### src/include/vrpc_regs.vh
// Register map, field positions and constants of the voice control block
`ifndef VRPC_REGS_VH
`define VRPC_REGS_VH

// ==================================================
// Register indices
`define VRPC_ADDR_W 4
`define VRPC_IDX_GAIN 4'h0
`define VRPC_IDX_RATE 4'h1
`define VRPC_IDX_COMP 4'h2
`define VRPC_IDX_SPKR 4'h3
`define VRPC_IDX_RECL 4'h4
`define VRPC_IDX_RECH 4'h5
`define VRPC_IDX_PLAL 4'h6
`define VRPC_IDX_PLAH 4'h7
`define VRPC_IDX_REQE 4'h8
`define VRPC_IDX_STAT 4'h9

// ==================================================
// Reset values
`define VRPC_RST_BYTE 8'h00

// ==================================================
// Field positions
`define VRPC_GAIN_MICUN 7
`define VRPC_GAIN_RUN 6
`define VRPC_RATE_REC_HI 7
`define VRPC_RATE_REC_LO 6
`define VRPC_RATE_PLA_HI 5
`define VRPC_RATE_PLA_LO 4
`define VRPC_RATE_AIN 2
`define VRPC_RATE_AMP 1
`define VRPC_RATE_DAC 0
`define VRPC_COMP_RLAW 3
`define VRPC_COMP_PLAW 2
`define VRPC_COMP_RCMP 1
`define VRPC_COMP_PEXP 0
`define VRPC_SPKR_UNMUTE 7
`define VRPC_REQE_REC 0
`define VRPC_REQE_PLA 1

// ==================================================
// Sample rates in Hz, selected by a 2-bit field
`define VRPC_RATE_CODE_8K 2'b00
`define VRPC_RATE_CODE_16K 2'b01
`define VRPC_RATE_CODE_12K 2'b10
`define VRPC_HZ_8K 32'd8000
`define VRPC_HZ_16K 32'd16000
`define VRPC_HZ_12K 32'd12000
`define VRPC_HZ_24K 32'd24000
`define VRPC_CLK_HZ 25000000

// ==================================================
// Gain and companding constants
`define VRPC_GAIN_MAX 6'h27
`define VRPC_GAIN_FRAC 12
`define VRPC_MU_BIAS 16'h0084
`define VRPC_MU_CLIP 16'h7f7b
`define VRPC_A_XOR 8'h55
`define VRPC_A_SEG1 12'h108
`define VRPC_A_HALF 12'h008

`endif

### src/core/vrpc_voice_ctrl.v
// Voice record and play control: PLL gating, sample timing, gain, companding
`timescale 1ns/1ps
`include "vrpc_regs.vh"

module vrpc_voice_ctrl #(
    parameter CLK_HZ = `VRPC_CLK_HZ,
    parameter ACC_W = 32
) (
    input wire clk_sys,
    input wire rst_n,
    input wire [`VRPC_ADDR_W-1:0] reg_addr,
    input wire [7:0] reg_wdata,
    input wire reg_wr,
    input wire reg_rd,
    output reg [7:0] reg_rdata,
    input wire power_down,
    input wire pll_lock,
    input wire [15:0] adc_data,
    output reg pll_enable,
    output reg input_converter_enable,
    output reg input_converter_run,
    output reg output_converter_enable,
    output reg amplifier_enable,
    output reg microphone_unmute,
    output reg speaker_unmute,
    output reg [6:0] speaker_volume,
    output reg record_request,
    output reg play_request,
    output reg [15:0] dac_data,
    output reg dac_strobe
);

    // ==================================================
    // Companding and gain functions
    function [16:0] vrpc_gain_q12;
        input [5:0] code;
        begin
            case (code)
                6'h00: vrpc_gain_q12 = 17'd4096;
                6'h01: vrpc_gain_q12 = 17'd4339;
                6'h02: vrpc_gain_q12 = 17'd4596;
                6'h03: vrpc_gain_q12 = 17'd4868;
                6'h04: vrpc_gain_q12 = 17'd5157;
                6'h05: vrpc_gain_q12 = 17'd5462;
                6'h06: vrpc_gain_q12 = 17'd5786;
                6'h07: vrpc_gain_q12 = 17'd6129;
                6'h08: vrpc_gain_q12 = 17'd6492;
                6'h09: vrpc_gain_q12 = 17'd6877;
                6'h0a: vrpc_gain_q12 = 17'd7284;
                6'h0b: vrpc_gain_q12 = 17'd7716;
                6'h0c: vrpc_gain_q12 = 17'd8173;
                6'h0d: vrpc_gain_q12 = 17'd8657;
                6'h0e: vrpc_gain_q12 = 17'd9170;
                6'h0f: vrpc_gain_q12 = 17'd9714;
                6'h10: vrpc_gain_q12 = 17'd10289;
                6'h11: vrpc_gain_q12 = 17'd10899;
                6'h12: vrpc_gain_q12 = 17'd11545;
                6'h13: vrpc_gain_q12 = 17'd12229;
                6'h14: vrpc_gain_q12 = 17'd12953;
                6'h15: vrpc_gain_q12 = 17'd13720;
                6'h16: vrpc_gain_q12 = 17'd14533;
                6'h17: vrpc_gain_q12 = 17'd15394;
                6'h18: vrpc_gain_q12 = 17'd16306;
                6'h19: vrpc_gain_q12 = 17'd17272;
                6'h1a: vrpc_gain_q12 = 17'd18295;
                6'h1b: vrpc_gain_q12 = 17'd19379;
                6'h1c: vrpc_gain_q12 = 17'd20528;
                6'h1d: vrpc_gain_q12 = 17'd21744;
                6'h1e: vrpc_gain_q12 = 17'd23033;
                6'h1f: vrpc_gain_q12 = 17'd24398;
                6'h20: vrpc_gain_q12 = 17'd25843;
                6'h21: vrpc_gain_q12 = 17'd27374;
                6'h22: vrpc_gain_q12 = 17'd28996;
                6'h23: vrpc_gain_q12 = 17'd30714;
                6'h24: vrpc_gain_q12 = 17'd32534;
                6'h25: vrpc_gain_q12 = 17'd34461;
                6'h26: vrpc_gain_q12 = 17'd36503;
                default: vrpc_gain_q12 = 17'd38669;
            endcase
        end
    endfunction

    function [15:0] vrpc_abs;
        input [15:0] x;
        begin
            vrpc_abs = x[15] ? (~x + 16'h0001) : x;
        end
    endfunction

    function [7:0] vrpc_mu_enc;
        input [15:0] x;
        reg [15:0] mag;
        reg [15:0] tmp;
        reg [2:0] seg;
        integer i;
        begin
            mag = vrpc_abs(x);
            if (mag > `VRPC_MU_CLIP) begin
                mag = `VRPC_MU_CLIP;
            end
            mag = mag + `VRPC_MU_BIAS;
            seg = 3'd0;
            for (i = 0; i < 8; i = i + 1) begin
                if (mag[i+7]) begin
                    seg = i[2:0];
                end
            end
            tmp = mag >> ({1'b0, seg} + 4'd3);
            vrpc_mu_enc = ~{x[15], seg, tmp[3:0]};
        end
    endfunction

    function [15:0] vrpc_mu_dec;
        input [7:0] code;
        reg [7:0] c;
        reg [15:0] t;
        begin
            c = ~code;
            t = ({9'h000, c[3:0], 3'b000} + `VRPC_MU_BIAS) << c[6:4];
            t = t - `VRPC_MU_BIAS;
            vrpc_mu_dec = c[7] ? (~t + 16'h0001) : t;
        end
    endfunction

    function [7:0] vrpc_a_enc;
        input [15:0] x;
        reg [15:0] mag;
        reg [11:0] v;
        reg [11:0] tmp;
        reg [2:0] seg;
        integer i;
        begin
            mag = vrpc_abs(x) >> 3;
            v = (mag > 16'h0fff) ? 12'hfff : mag[11:0];
            seg = 3'd0;
            for (i = 1; i < 8; i = i + 1) begin
                if (v[i+4]) begin
                    seg = i[2:0];
                end
            end
            tmp = (seg == 3'd0) ? (v >> 1) : (v >> seg);
            vrpc_a_enc = {~x[15], seg, tmp[3:0]} ^ `VRPC_A_XOR;
        end
    endfunction

    function [15:0] vrpc_a_dec;
        input [7:0] code;
        reg [7:0] c;
        reg [11:0] base;
        reg [15:0] t;
        begin
            c = code ^ `VRPC_A_XOR;
            if (c[6:4] == 3'd0) begin
                base = {4'h0, c[3:0], 4'h0} + `VRPC_A_HALF;
                t = {4'h0, base};
            end else begin
                base = {4'h0, c[3:0], 4'h0} + `VRPC_A_SEG1;
                t = {4'h0, base} << (c[6:4] - 3'd1);
            end
            vrpc_a_dec = c[7] ? t : (~t + 16'h0001);
        end
    endfunction

    function [ACC_W-1:0] vrpc_rate_hz;
        input [1:0] sel;
        begin
            case (sel)
                `VRPC_RATE_CODE_8K: vrpc_rate_hz = `VRPC_HZ_8K;
                `VRPC_RATE_CODE_16K: vrpc_rate_hz = `VRPC_HZ_16K;
                `VRPC_RATE_CODE_12K: vrpc_rate_hz = `VRPC_HZ_12K;
                default: vrpc_rate_hz = `VRPC_HZ_24K;
            endcase
        end
    endfunction

    // ==================================================
    // Control registers
    reg [7:0] mic_gain_control;
    reg [7:0] rate_and_enable_control;
    reg [3:0] compander_control;
    reg [7:0] speaker_volume_control;
    reg [7:0] record_data_low;
    reg [7:0] record_data_high;
    reg [7:0] play_data_low;
    reg [7:0] play_data_high;
    reg [1:0] request_enable_control;

    wire wr_gain = reg_wr && (reg_addr == `VRPC_IDX_GAIN);
    wire wr_rate = reg_wr && (reg_addr == `VRPC_IDX_RATE);
    wire wr_comp = reg_wr && (reg_addr == `VRPC_IDX_COMP);
    wire wr_spkr = reg_wr && (reg_addr == `VRPC_IDX_SPKR);
    wire wr_plal = reg_wr && (reg_addr == `VRPC_IDX_PLAL);
    wire wr_plah = reg_wr && (reg_addr == `VRPC_IDX_PLAH);
    wire wr_reqe = reg_wr && (reg_addr == `VRPC_IDX_REQE);

    wire ain_en_bit = rate_and_enable_control[`VRPC_RATE_AIN];
    wire amp_en_bit = rate_and_enable_control[`VRPC_RATE_AMP];
    wire dac_en_bit = rate_and_enable_control[`VRPC_RATE_DAC];
    wire run_bit = mic_gain_control[`VRPC_GAIN_RUN];
    wire micun_bit = mic_gain_control[`VRPC_GAIN_MICUN];
    wire spkun_bit = speaker_volume_control[`VRPC_SPKR_UNMUTE];
    wire rec_req_en = request_enable_control[`VRPC_REQE_REC];
    wire pla_req_en = request_enable_control[`VRPC_REQE_PLA];
    wire [1:0] rec_rate = rate_and_enable_control[
        `VRPC_RATE_REC_HI:`VRPC_RATE_REC_LO];
    wire [1:0] pla_rate = rate_and_enable_control[
        `VRPC_RATE_PLA_HI:`VRPC_RATE_PLA_LO];

    always @(posedge clk_sys or negedge rst_n) begin
        if (!rst_n) begin
            mic_gain_control <= `VRPC_RST_BYTE;
            rate_and_enable_control <= `VRPC_RST_BYTE;
            compander_control <= 4'h0;
            speaker_volume_control <= `VRPC_RST_BYTE;
            play_data_low <= `VRPC_RST_BYTE;
            play_data_high <= `VRPC_RST_BYTE;
            request_enable_control <= 2'b00;
        end else begin
            if (wr_gain) begin
                mic_gain_control <= reg_wdata;
            end
            // enable bits at 2, 1, 0; bit 3 unused
            if (wr_rate) begin
                rate_and_enable_control <= {reg_wdata[7:4], 1'b0,
                    reg_wdata[2:0]};
            end
            if (wr_comp) begin
                compander_control <= reg_wdata[3:0];
            end
            if (wr_spkr) begin
                speaker_volume_control <= reg_wdata;
            end
            if (wr_plal) begin
                play_data_low <= reg_wdata;
            end
            if (wr_plah) begin
                play_data_high <= reg_wdata;
            end
            if (wr_reqe) begin
                request_enable_control <= reg_wdata[1:0];
            end
        end
    end

    // ==================================================
    // PLL lock synchroniser and gating
    reg lock_s1;
    reg lock_s2;
    reg lock_s3;
    reg pll_stable;

    // PLL runs outside power-down while any enabling bit except the amplifier enable is set
    wire next_pll_enable = !power_down && (ain_en_bit || run_bit ||
        dac_en_bit || rec_req_en || pla_req_en);

    always @(posedge clk_sys or negedge rst_n) begin
        if (!rst_n) begin
            lock_s1 <= 1'b0;
            lock_s2 <= 1'b0;
            lock_s3 <= 1'b0;
            pll_stable <= 1'b0;
            pll_enable <= 1'b0;
        end else begin
            lock_s1 <= pll_lock;
            lock_s2 <= lock_s1;
            lock_s3 <= lock_s2;
            pll_enable <= next_pll_enable;
            // stable only while enabled and lock confirmed
            if (!pll_enable || !next_pll_enable) begin
                pll_stable <= 1'b0;
            end else if (lock_s2 == lock_s3) begin
                pll_stable <= lock_s3;
            end
        end
    end

    // ==================================================
    // Sample rate dividers
    reg [ACC_W-1:0] rec_acc;
    reg [ACC_W-1:0] pla_acc;
    wire [ACC_W-1:0] clk_hz = CLK_HZ[ACC_W-1:0];
    // fractional divide of the clock by the selected rate
    // rate field picks 8, 16, 12 or 24 kHz
    wire [ACC_W-1:0] rec_sum = rec_acc + vrpc_rate_hz(rec_rate);
    wire [ACC_W-1:0] pla_sum = pla_acc + vrpc_rate_hz(pla_rate);
    wire rec_tick = pll_stable && (rec_sum >= clk_hz);
    wire pla_tick = pll_stable && (pla_sum >= clk_hz);

    always @(posedge clk_sys or negedge rst_n) begin
        if (!rst_n) begin
            rec_acc <= {ACC_W{1'b0}};
            pla_acc <= {ACC_W{1'b0}};
        end else if (!pll_stable) begin
            rec_acc <= {ACC_W{1'b0}};
            pla_acc <= {ACC_W{1'b0}};
        end else begin
            rec_acc <= rec_tick ? (rec_sum - clk_hz) : rec_sum;
            pla_acc <= pla_tick ? (pla_sum - clk_hz) : pla_sum;
        end
    end

    // ==================================================
    // Record path
    // muted microphone contributes zero
    wire [15:0] mic_in = micun_bit ? adc_data : 16'h0000;
    // digital gain on the 16-bit sample
    // gain code looked up in half-dB steps
    wire signed [33:0] gain_prod = $signed(mic_in) *
        $signed({1'b0, vrpc_gain_q12(mic_gain_control[5:0])});
    wire signed [21:0] gain_shift = gain_prod[33:`VRPC_GAIN_FRAC];
    wire gain_pos_ovf = !gain_shift[21] && (gain_shift[20:15] != 6'h00);
    wire gain_neg_ovf = gain_shift[21] && (gain_shift[20:15] != 6'h3f);
    wire [15:0] gained = gain_pos_ovf ? 16'h7fff :
        (gain_neg_ovf ? 16'h8000 : gain_shift[15:0]);
    // law select 0 mu-law, 1 A-law
    wire [7:0] rec_code = compander_control[`VRPC_COMP_RLAW] ?
        vrpc_a_enc(gained) : vrpc_mu_enc(gained);
    // converter only produces data while run and enabled
    wire ain_active = ain_en_bit && run_bit && !power_down;

    always @(posedge clk_sys or negedge rst_n) begin
        if (!rst_n) begin
            record_data_low <= `VRPC_RST_BYTE;
            record_data_high <= `VRPC_RST_BYTE;
        end else if (rec_tick && ain_active) begin
            if (compander_control[`VRPC_COMP_RCMP]) begin
                // compressed code in high byte only
                record_data_high <= rec_code;
            end else begin
                record_data_high <= gained[15:8];
                record_data_low <= gained[7:0];
            end
        end
    end

    // ==================================================
    // Play path
    wire [15:0] pla_dec = compander_control[`VRPC_COMP_PLAW] ?
        vrpc_a_dec(play_data_high) : vrpc_mu_dec(play_data_high);
    // speaker mute disables converter and amplifier
    wire next_dac_en = dac_en_bit && spkun_bit && !power_down;
    wire next_amp_en = amp_en_bit && spkun_bit && !power_down;

    always @(posedge clk_sys or negedge rst_n) begin
        if (!rst_n) begin
            dac_data <= 16'h0000;
            dac_strobe <= 1'b0;
        end else begin
            dac_strobe <= pla_tick && next_dac_en;
            if (pla_tick && next_dac_en) begin
                dac_data <= compander_control[`VRPC_COMP_PEXP] ? pla_dec :
                    {play_data_high, play_data_low};
            end else if (!next_dac_en) begin
                dac_data <= 16'h0000;
            end
        end
    end

    // ==================================================
    // Requests and converter controls
    always @(posedge clk_sys or negedge rst_n) begin
        if (!rst_n) begin
            record_request <= 1'b0;
            play_request <= 1'b0;
            input_converter_enable <= 1'b0;
            input_converter_run <= 1'b0;
            output_converter_enable <= 1'b0;
            amplifier_enable <= 1'b0;
            microphone_unmute <= 1'b0;
            speaker_unmute <= 1'b0;
            speaker_volume <= 7'h00;
        end else begin
            // requests need only their own enable
            // one record request per record sample
            record_request <= rec_tick && rec_req_en;
            // one play request per play sample
            play_request <= pla_tick && pla_req_en;
            input_converter_enable <= ain_en_bit && !power_down;
            // converter held in reset while run bit clear
            input_converter_run <= ain_en_bit && run_bit && !power_down;
            output_converter_enable <= next_dac_en;
            amplifier_enable <= next_amp_en;
            microphone_unmute <= micun_bit;
            speaker_unmute <= spkun_bit;
            speaker_volume <= speaker_volume_control[6:0];
        end
    end

    // ==================================================
    // Register read port
    reg [7:0] next_rdata;

    always @* begin
        next_rdata = 8'h00;
        case (reg_addr)
            `VRPC_IDX_GAIN: next_rdata = mic_gain_control;
            `VRPC_IDX_RATE: next_rdata = rate_and_enable_control;
            `VRPC_IDX_COMP: next_rdata = {4'h0, compander_control};
            `VRPC_IDX_SPKR: next_rdata = speaker_volume_control;
            `VRPC_IDX_RECL: next_rdata = record_data_low;
            `VRPC_IDX_RECH: next_rdata = record_data_high;
            `VRPC_IDX_PLAL: next_rdata = play_data_low;
            `VRPC_IDX_PLAH: next_rdata = play_data_high;
            `VRPC_IDX_REQE: next_rdata = {6'h00, request_enable_control};
            `VRPC_IDX_STAT: next_rdata = {6'h00, pll_stable, pll_enable};
            default: next_rdata = 8'h00;
        endcase
    end

    always @(posedge clk_sys or negedge rst_n) begin
        if (!rst_n) begin
            reg_rdata <= 8'h00;
        end else begin
            reg_rdata <= reg_rd ? next_rdata : 8'h00;
        end
    end

endmodule // vrpc_voice_ctrl

### config.mk
export PLATFORM = sky130hd
export DESIGN_NAME = vrpc_voice_ctrl
export DESIGN_NICKNAME = d
export VERILOG_FILES = /design/src/core/vrpc_voice_ctrl.v
export VERILOG_INCLUDE_DIRS = /design/src /design/src/include
export SDC_FILE = /design/constraint.sdc
export NUM_CORES = 1
export LEC_CHECK = 0
export ABC_AREA = 1
export BUFFER_PORTS_ARGS = -buffer_cell sky130_fd_sc_hd__buf_2
export CORE_MARGIN = 2
export CORE_UTILIZATION = 53
export DETAILED_ROUTE_END_ITERATION = 6
export PLACE_DENSITY = 0.69
export SETUP_SLACK_MARGIN = 0.3
export SYNTH_ARGS = -nofsm -noshare
export SYNTH_HDL_FRONTEND = slang
export SYNTH_SLANG_ARGS = --single-unit
### constraint.sdc
create_clock -name clk_sys -period 28.7 [get_ports clk_sys]
set_clock_uncertainty 0.1 [all_clocks]
set_input_delay 5.74 -clock clk_sys [delete_from_list [all_inputs] [get_ports clk_sys]]
set_output_delay 5.74 -clock clk_sys [all_outputs]
set_load 0.02 [all_outputs]
==> reports/qor.log, run 1 <==
INFO  status         status=finished clean
INFO  logic_synthesis netlist_top_cells_count=sky130_fd_sc_hd__nand2_1, sky130_fd_sc_hd__inv_1, sky130_fd_sc_hd__nor2_1
INFO  die            die_height=208um
INFO  detailed_routing routed-via-count=20600
INFO  hold_path      worstHoldEndpoint=lock_s2
INFO  global_routing globalRoute.totalOverflow=0
INFO  hold_path      worst_hold_path.num_cells=0
INFO  die            floorplan.die_area=43300um2
INFO  die            die_x=208um
INFO  worst_setup_path crit_top_cell=sky130_fd_sc_hd__nand2_1
INFO  final_layout   multi_input_area=15400um2
INFO  die            core_area=40900um2
INFO  sta            least_margin_pin_slew=1.09ns
INFO  logic_synthesis ys_seq_area_share=18.1%
INFO  detailed_routing first_iter_violations=1694
INFO  logic_synthesis synth-main-ff-cell=sky130_fd_sc_hd__dfrtp_1
INFO  detailed_routing drt.antenna.violating_nets=0
INFO  worst_setup_path worst-endpoint-arrival=15.81ns
INFO  detailed_routing route.detailed.drc=0
INFO  die            io-pin-count=75
INFO  clock_tree     cts_made_buffers=17
INFO  clock_tree     cts_post_setup_buffers_inserted=0
INFO  worst_setup_path critical_path.max_fanout=26
INFO  clock_tree     cts.hold.buffers_added=0
INFO  worst_setup_path endpoint_kind=flop
INFO  final_layout   postLayoutCellArea=23400um2
INFO  logic_synthesis nets_in_the_synthesized_netlist=3520
INFO  logic_synthesis synth_warnings=0
INFO  global_routing grt_antenna_before_repair=0
INFO  hold_path      worst_hold_startpoint=lock_s1
INFO  clock_tree     cts.reportedPaths.clkPinSlew=0.07ns
INFO  detailed_routing viasPerCell=5.58
INFO  final_layout   p_r_area_growth_vs_syn=5.94%
INFO  clock_tree     worst_skew_pair.late_latency=0.44ns
INFO  final_layout   filler_instances=3960
INFO  final_layout   layout-drive-gt1-share=7.33%
INFO  sta            final_min_period_over_clock_period=54.3%
INFO  worst_setup_path timing.critical_path.slowest_cell_delay=0.55ns
INFO  worst_setup_path r2r-start=mic_gain_control[1]
INFO  place          place.detailed.instances=3663
INFO  logic_synthesis syn-instance-count=3119
INFO  place          gp_congestion=1.01
INFO  worst_setup_path rr_endpoint=record_data_high[0]
INFO  clock_tree     cts_sinks=160
INFO  die            initial_utilization=53.9%
INFO  sta            maxClockFrequency=0.0642GHz
INFO  sta            timing_max_transition_violations_final=0
INFO  sta            final.min_clock_period=15.57ns
INFO  clock_tree     clock_tree.root_cell=sky130_fd_sc_hd__clkbuf_16
INFO  sta            timing.final.hold_violations=0
INFO  clock_tree     clock_path_buffers=2
INFO  logic_synthesis synth.avg_cell_area=7.07um2
INFO  logic_synthesis synth.top_cell.area_share=18.1%
INFO  job            max-cap-violations=0
INFO  final_layout   antenna_cells=0
INFO  sta            relSlewSlack=27.0%
INFO  worst_setup_path timing.critical_path.required=28.94ns
INFO  final_layout   ff_latch_area=4000um2
INFO  logic_synthesis synth_edf_count=0
INFO  die            placementRows=74
INFO  place          portBuffers=74
INFO  logic_synthesis yosys.area.top_type=sky130_fd_sc_hd__dfrtp_1
INFO  logic_synthesis netlist_area=22100um2
INFO  logic_synthesis synth.top_cells.by_area=sky130_fd_sc_hd__dfrtp_1, sky130_fd_sc_hd__fa_1, sky130_fd_sc_hd__nand2_1
INFO  logic_synthesis synth_most_common_cell=sky130_fd_sc_hd__nand2_1
INFO  worst_setup_path worstRegToRegCells=67
INFO  worst_setup_path criticalPathCategory=input pin to flop
INFO  worst_setup_path rrSetupSlack=16.46ns
INFO  hold_path      timing.hold.worst.class=flop to flop
INFO  worst_setup_path crit_path_top_delay_cell=sky130_fd_sc_hd__fa_1
INFO  place          post_place_instance_area=22800um2
INFO  clock_tree     h-tree-depth=4
INFO  detailed_routing detail_route.wirelength=62.9mm
INFO  final_layout   final_nets=3551
INFO  logic_synthesis synth_cell_types=65
INFO  detailed_routing first_drt_pass_iteration_count=5
INFO  global_routing grt_start_max_net_pins=89
INFO  logic_synthesis share_of_async_settable_or_async_resettable_flops_after_synthesis=100%
INFO  final_layout   final_cells=3695
INFO  sta            setup_repair_after_global_routing_missed_its_margin=no
INFO  global_routing grt_pass1_vias=20300
INFO  global_routing grt_pass1_wl=104mm
INFO  sta            whs=0.251ns
INFO  logic_synthesis yosys_register_bits=160
INFO  place          hpwl_after_detailed_placement=50.3mm
INFO  worst_setup_path critical_path.startpoint_type=input pin
INFO  sta            report.final.setup_viol=0
INFO  clock_tree     post_cts.resized_instances=0
INFO  detailed_routing wl_per_cell=17.0um
INFO  global_routing total_grt_usage=29.5%
INFO  clock_tree     tritoncts_clock_tree=done
INFO  sta            totalNegativeSetupSlack=0ns
[worst max-delay path by stage]
stage                 startpoint             endpoint  slack [ns]  cells past startpoint
finish              adc_data[15]  record_data_high[0]       13.13                     59
CTS                 adc_data[15]  record_data_high[0]       13.24                     59
detailed placement  adc_data[15]  record_data_high[2]       12.78                     59
global route        adc_data[15]  record_data_high[0]       12.24                     58
global placement    adc_data[15]  record_data_high[1]       13.01                     57
floorplan           adc_data[15]  record_data_high[2]       13.93                     61
[sequential cells by signal, summed over array words and instances, names as in the netlist, 2 cells and up]
name and count:
compander_control 4, rec_acc 27, play_data_low 8, play_data_high 8, reg_rdata 8, speaker_volume_control 8
speaker_volume 7, dac_data 16, request_enable_control 2, mic_gain_control 8, rate_and_enable_control 7, record_data_low 8
pla_acc 27, record_data_high 8
[layout make-up]
type / count / area share (%)
inverters: 616 / 9.94
well taps: 532 / 2.85
multi-input cells: 2273 / 65.8
flip-flops and latches: 160 / 17.1
clock inverters: 13 / 0.557
clock buffers: 19 / 1.90
repair buffers: 82 / 1.87
[kinds of logic after synthesis]
| kind of cell | Yosys count | synth area share (%) |
|---|---|---|
| AND/OR/NAND/NOR | 1349 | 26.8 |
| buffers and inverters | 686 | 12.2 |
| AO/OA/AOI/OAI | 492 | 12.7 |
| adder cells (fa/ha/maj) | 367 | 27.4 |
| flip-flops | 160 | 18.1 |
| XOR/XNOR | 65 | 2.70 |
[per-layer routing]
metal | global-route usage [%] | wire length (um)
met4 | 10.0 | 2060
met2 | 48.0 | 29200
met1 | 40.7 | 27800
met3 | 3.82 | 3950
met5 | 0 | 0
[stage by stage]
stage / setup slack [ns] / util, %
after global placement: 13.01 / 55.7
after floorplan: 13.93 / -
after detailed placement: 12.78 / 55.7
final: 13.13 / 57.1
after CTS: 13.24 / 57.1
after global routing: 12.24 / 57.1
[worst max-delay path: cells and delay by family]
family	cells	cell delay, ns
buf+inv	8	1.00
simple gates	40	4.71
fa+ha+maj	9	3.93
compound gates	2	0.34
[placed cells by master, fill, tap and decap left out, drive strengths merged, types with 19 or more instances in the layout]
master and count:
buf 82, nand3 163, o21ai 218, fa 195, nor3 74, nand2 713
dfrtp 160, clkbuf 19, a21oi 152, nor2 351, ha 172, inv 610
xor2 47, o22ai 19
Power of run 1 is left out: the tool's default activity adds up to more than one toggle a clock period on the data nets, which glitch-free logic cannot reach.
==> run 2: changes to the inputs <==
- clock period: 28.7 -> 14.47 ns (I/O delays scaled with it)
==> run 2 against run 1 <==
  * The flow now finishes with violations (DRC)
  * Sequential cell count unchanged
  * First-iteration DRC count increased by 11%
  * Via count decreased by 0.58%
  * Final cell count about the same
  * Core utilization increased by 0.18 points
  * Sequential share of layout area decreased by 0.053 points
  * Count of clock-buffer cells in the layout decreased by 1
  * Setup slack got worse by 11 ns
  * Global-route usage increased by 0.63 points
  * Non-clock buffer count increased by 2
  * Register-to-register slack got worse by 14 ns
  * Worst hold slack improved by 0.015 ns
  * Highest routed layer unchanged
==> reports/qor.log, run 2 (synthesis results as in run 1) <==
INFO  status         status=complete, but fails checks
INFO  status         failed_checks=DRC
INFO  worst_setup_path critical_path_destination=record_data_high[0]
INFO  worst_setup_path worst-endpoint-arrival=12.72ns
INFO  final_layout   final_nets=3553
INFO  global_routing globalRoute.totalOverflow=0
INFO  place          post_place_instance_area=22800um2
INFO  detailed_routing first_iter_violations=1887
INFO  global_routing grt_start_max_net_pins=85
INFO  worst_setup_path critical-path-top-delay-family=adder cells
INFO  worst_setup_path critical_path.startpoint_type=input pin
INFO  detailed_routing viasPerCell=5.54
INFO  final_layout   p_r_area_growth_vs_syn=6.27%
INFO  worst_setup_path path_buf_inv=8
INFO  die            io-pin-count=75
INFO  final_layout   filler_instances=3922
INFO  clock_tree     cts.hold.buffers_added=0
INFO  die            placementRows=74
INFO  sta            final_min_period_over_clock_period=86.2%
INFO  worst_setup_path timing.critical_path.required=14.71ns
INFO  sta            least_margin_pin_slew=1.07ns
INFO  detailed_routing drt.antenna.violating_nets=0
INFO  clock_tree     h-tree-depth=4
INFO  sta            report.final.setup_viol=0
INFO  final_layout   postLayoutCellArea=23400um2
INFO  detailed_routing routed-via-count=20500
INFO  sta            timing_max_transition_violations_final=0
INFO  worst_setup_path rr_endpoint=record_data_high[0]
INFO  sta            relSlewSlack=28.1%
INFO  worst_setup_path rrSetupSlack=2.22ns
INFO  worst_setup_path timing.critical_path.slowest_cell_delay=0.60ns
INFO  worst_setup_path cp-startpoint=adc_data[3]
INFO  worst_setup_path crit_path_top_delay_cell=sky130_fd_sc_hd__fa_1
INFO  die            die_height=208um
INFO  place          portBuffers=74
INFO  clock_tree     tritoncts_clock_tree=done
INFO  hold_path      timing.hold.worst.class=flop to flop
INFO  global_routing grt_antenna_before_repair=0
INFO  detailed_routing detail_route.wirelength=63.5mm
INFO  die            die_x=208um
INFO  die            core_area=40900um2
INFO  die            floorplan.die_area=43300um2
INFO  clock_tree     clock_path_buffers=2
INFO  worst_setup_path crit_top_cell=sky130_fd_sc_hd__nand2_1
INFO  clock_tree     post_cts.resized_instances=0
INFO  detailed_routing route.detailed.drc=1
INFO  place          hpwl_after_detailed_placement=50.6mm
INFO  detailed_routing first_drt_pass_iteration_count=7
INFO  clock_tree     cts_post_setup_buffers_inserted=0
INFO  sta            timing.final.hold_violations=0
INFO  global_routing grt_pass1_wl=105mm
INFO  global_routing total_grt_usage=30.1%
INFO  final_layout   ff_latch_area=4000um2
INFO  clock_tree     cts_sinks=160
INFO  sta            final.min_clock_period=12.48ns
INFO  detailed_routing met3_wirelength_from_detailed_routing=4.29mm
INFO  worst_setup_path worstRegToRegCells=63
INFO  final_layout   largest_registers=pla_acc: 27 flops, rec_acc: 27 flops, dac_data: 16 flops
INFO  final_layout   layout.cells.most_common=sky130_fd_sc_hd__nand2_1
INFO  global_routing grt_pass1_vias=20500
INFO  job            max-cap-violations=0
INFO  sta            setup_repair_after_global_routing_missed_its_margin=no
INFO  sta            totalNegativeSetupSlack=0ns
INFO  die            initial_utilization=53.9%
INFO  worst_setup_path path_depth=56
INFO  clock_tree     cts_made_buffers=17
INFO  clock_tree     cts.reportedPaths.clkPinSlew=0.07ns
INFO  worst_setup_path r2r-start=mic_gain_control[1]
INFO  detailed_routing route.top_layer_used=met4
INFO  sta            maxClockFrequency=0.0801GHz
INFO  clock_tree     worst_skew_pair.late_latency=0.45ns
INFO  detailed_routing wl_met2=29.6mm
INFO  hold_path      worst_hold_path.num_cells=0
INFO  final_layout   multi_input_area=15400um2
INFO  place          gp_congestion=1.00
INFO  worst_setup_path critical_path.max_fanout=16
INFO  detailed_routing wl_met1=27.4mm
INFO  final_layout   antenna_cells=0
INFO  detailed_routing wl_per_cell=17.2um
INFO  worst_setup_path endpoint_kind=flop
INFO  clock_tree     clock_tree.root_cell=sky130_fd_sc_hd__clkbuf_16
INFO  final_layout   layout-drive-gt1-share=7.42%
INFO  final_layout   layout_common_cells=sky130_fd_sc_hd__nand2_1, sky130_fd_sc_hd__inv_1, sky130_fd_sc_hd__nor2_1
INFO  worst_setup_path criticalPathCategory=input pin to flop
==> run 2: cell types whose count changed in the layout (fill, tap and decap cells not counted), sizes merged <==
cell and change:
buf +2, inv +3, clkinv -4, bufinv +2
clkbuf -1
==> run 2: worst register-to-register path: cells and delay by family, from the launching register on <==
kind,cells,cell delay [ns]
compound gates,8,1.26
fa+ha+maj,10,4.40
buf+inv,8,1.07
flops,1,0.58
simple gates,37,4.75
==> run 2: layer usage <==
| layer | track usage, % | up-vias |
|---|---|---|
| li1 | - | 9920 |
| met1 | 40.6 | 9703 |
| met2 | 49.9 | 736 |
| met3 | 4.09 | 132 |
| met4 | 10.2 | 0 |
| met5 | 0 | - |
==> run 2: through the flow <==
step / setup WS [ns] / std cells / hold WS (ns) / util [%]
5_1_grt: 1.10 / 3697 / 0.283 / 57.3
4_1_cts: 2.08 / 3697 / 0.278 / 57.3
3_5_place_dp: 1.64 / 3665 / 0.255 / 55.7
3_3_place_gp: 1.75 / 3665 / 0.269 / 55.7
2_1_floorplan: 2.55 / 3119 / 0.231 / -
6_report: 1.99 / 3697 / 0.267 / 57.3
==> run 2: cell type report <==
class,instances,share of cell area (%)
Multi-Input combinational cell,2273,65.6
Sequential cell,160,17.1
Inverter,616,9.91
Tap cell,532,2.84
Timing Repair Buffer,84,1.93
Clock buffer,18,1.87
Clock inverter,14,0.817
==> run 2: worst min path at each step <==
stage	startpoint	endpoint	slack [ns]
floorplan	lock_s1	lock_s2	0.23
global placement	lock_s1	lock_s2	0.27
detailed placement	lock_s1	lock_s2	0.25
CTS	lock_s1	lock_s2	0.28
global route	lock_s1	lock_s2	0.28
finish	lock_s1	lock_s2	0.27
Power of run 2 is left out for the same reason.
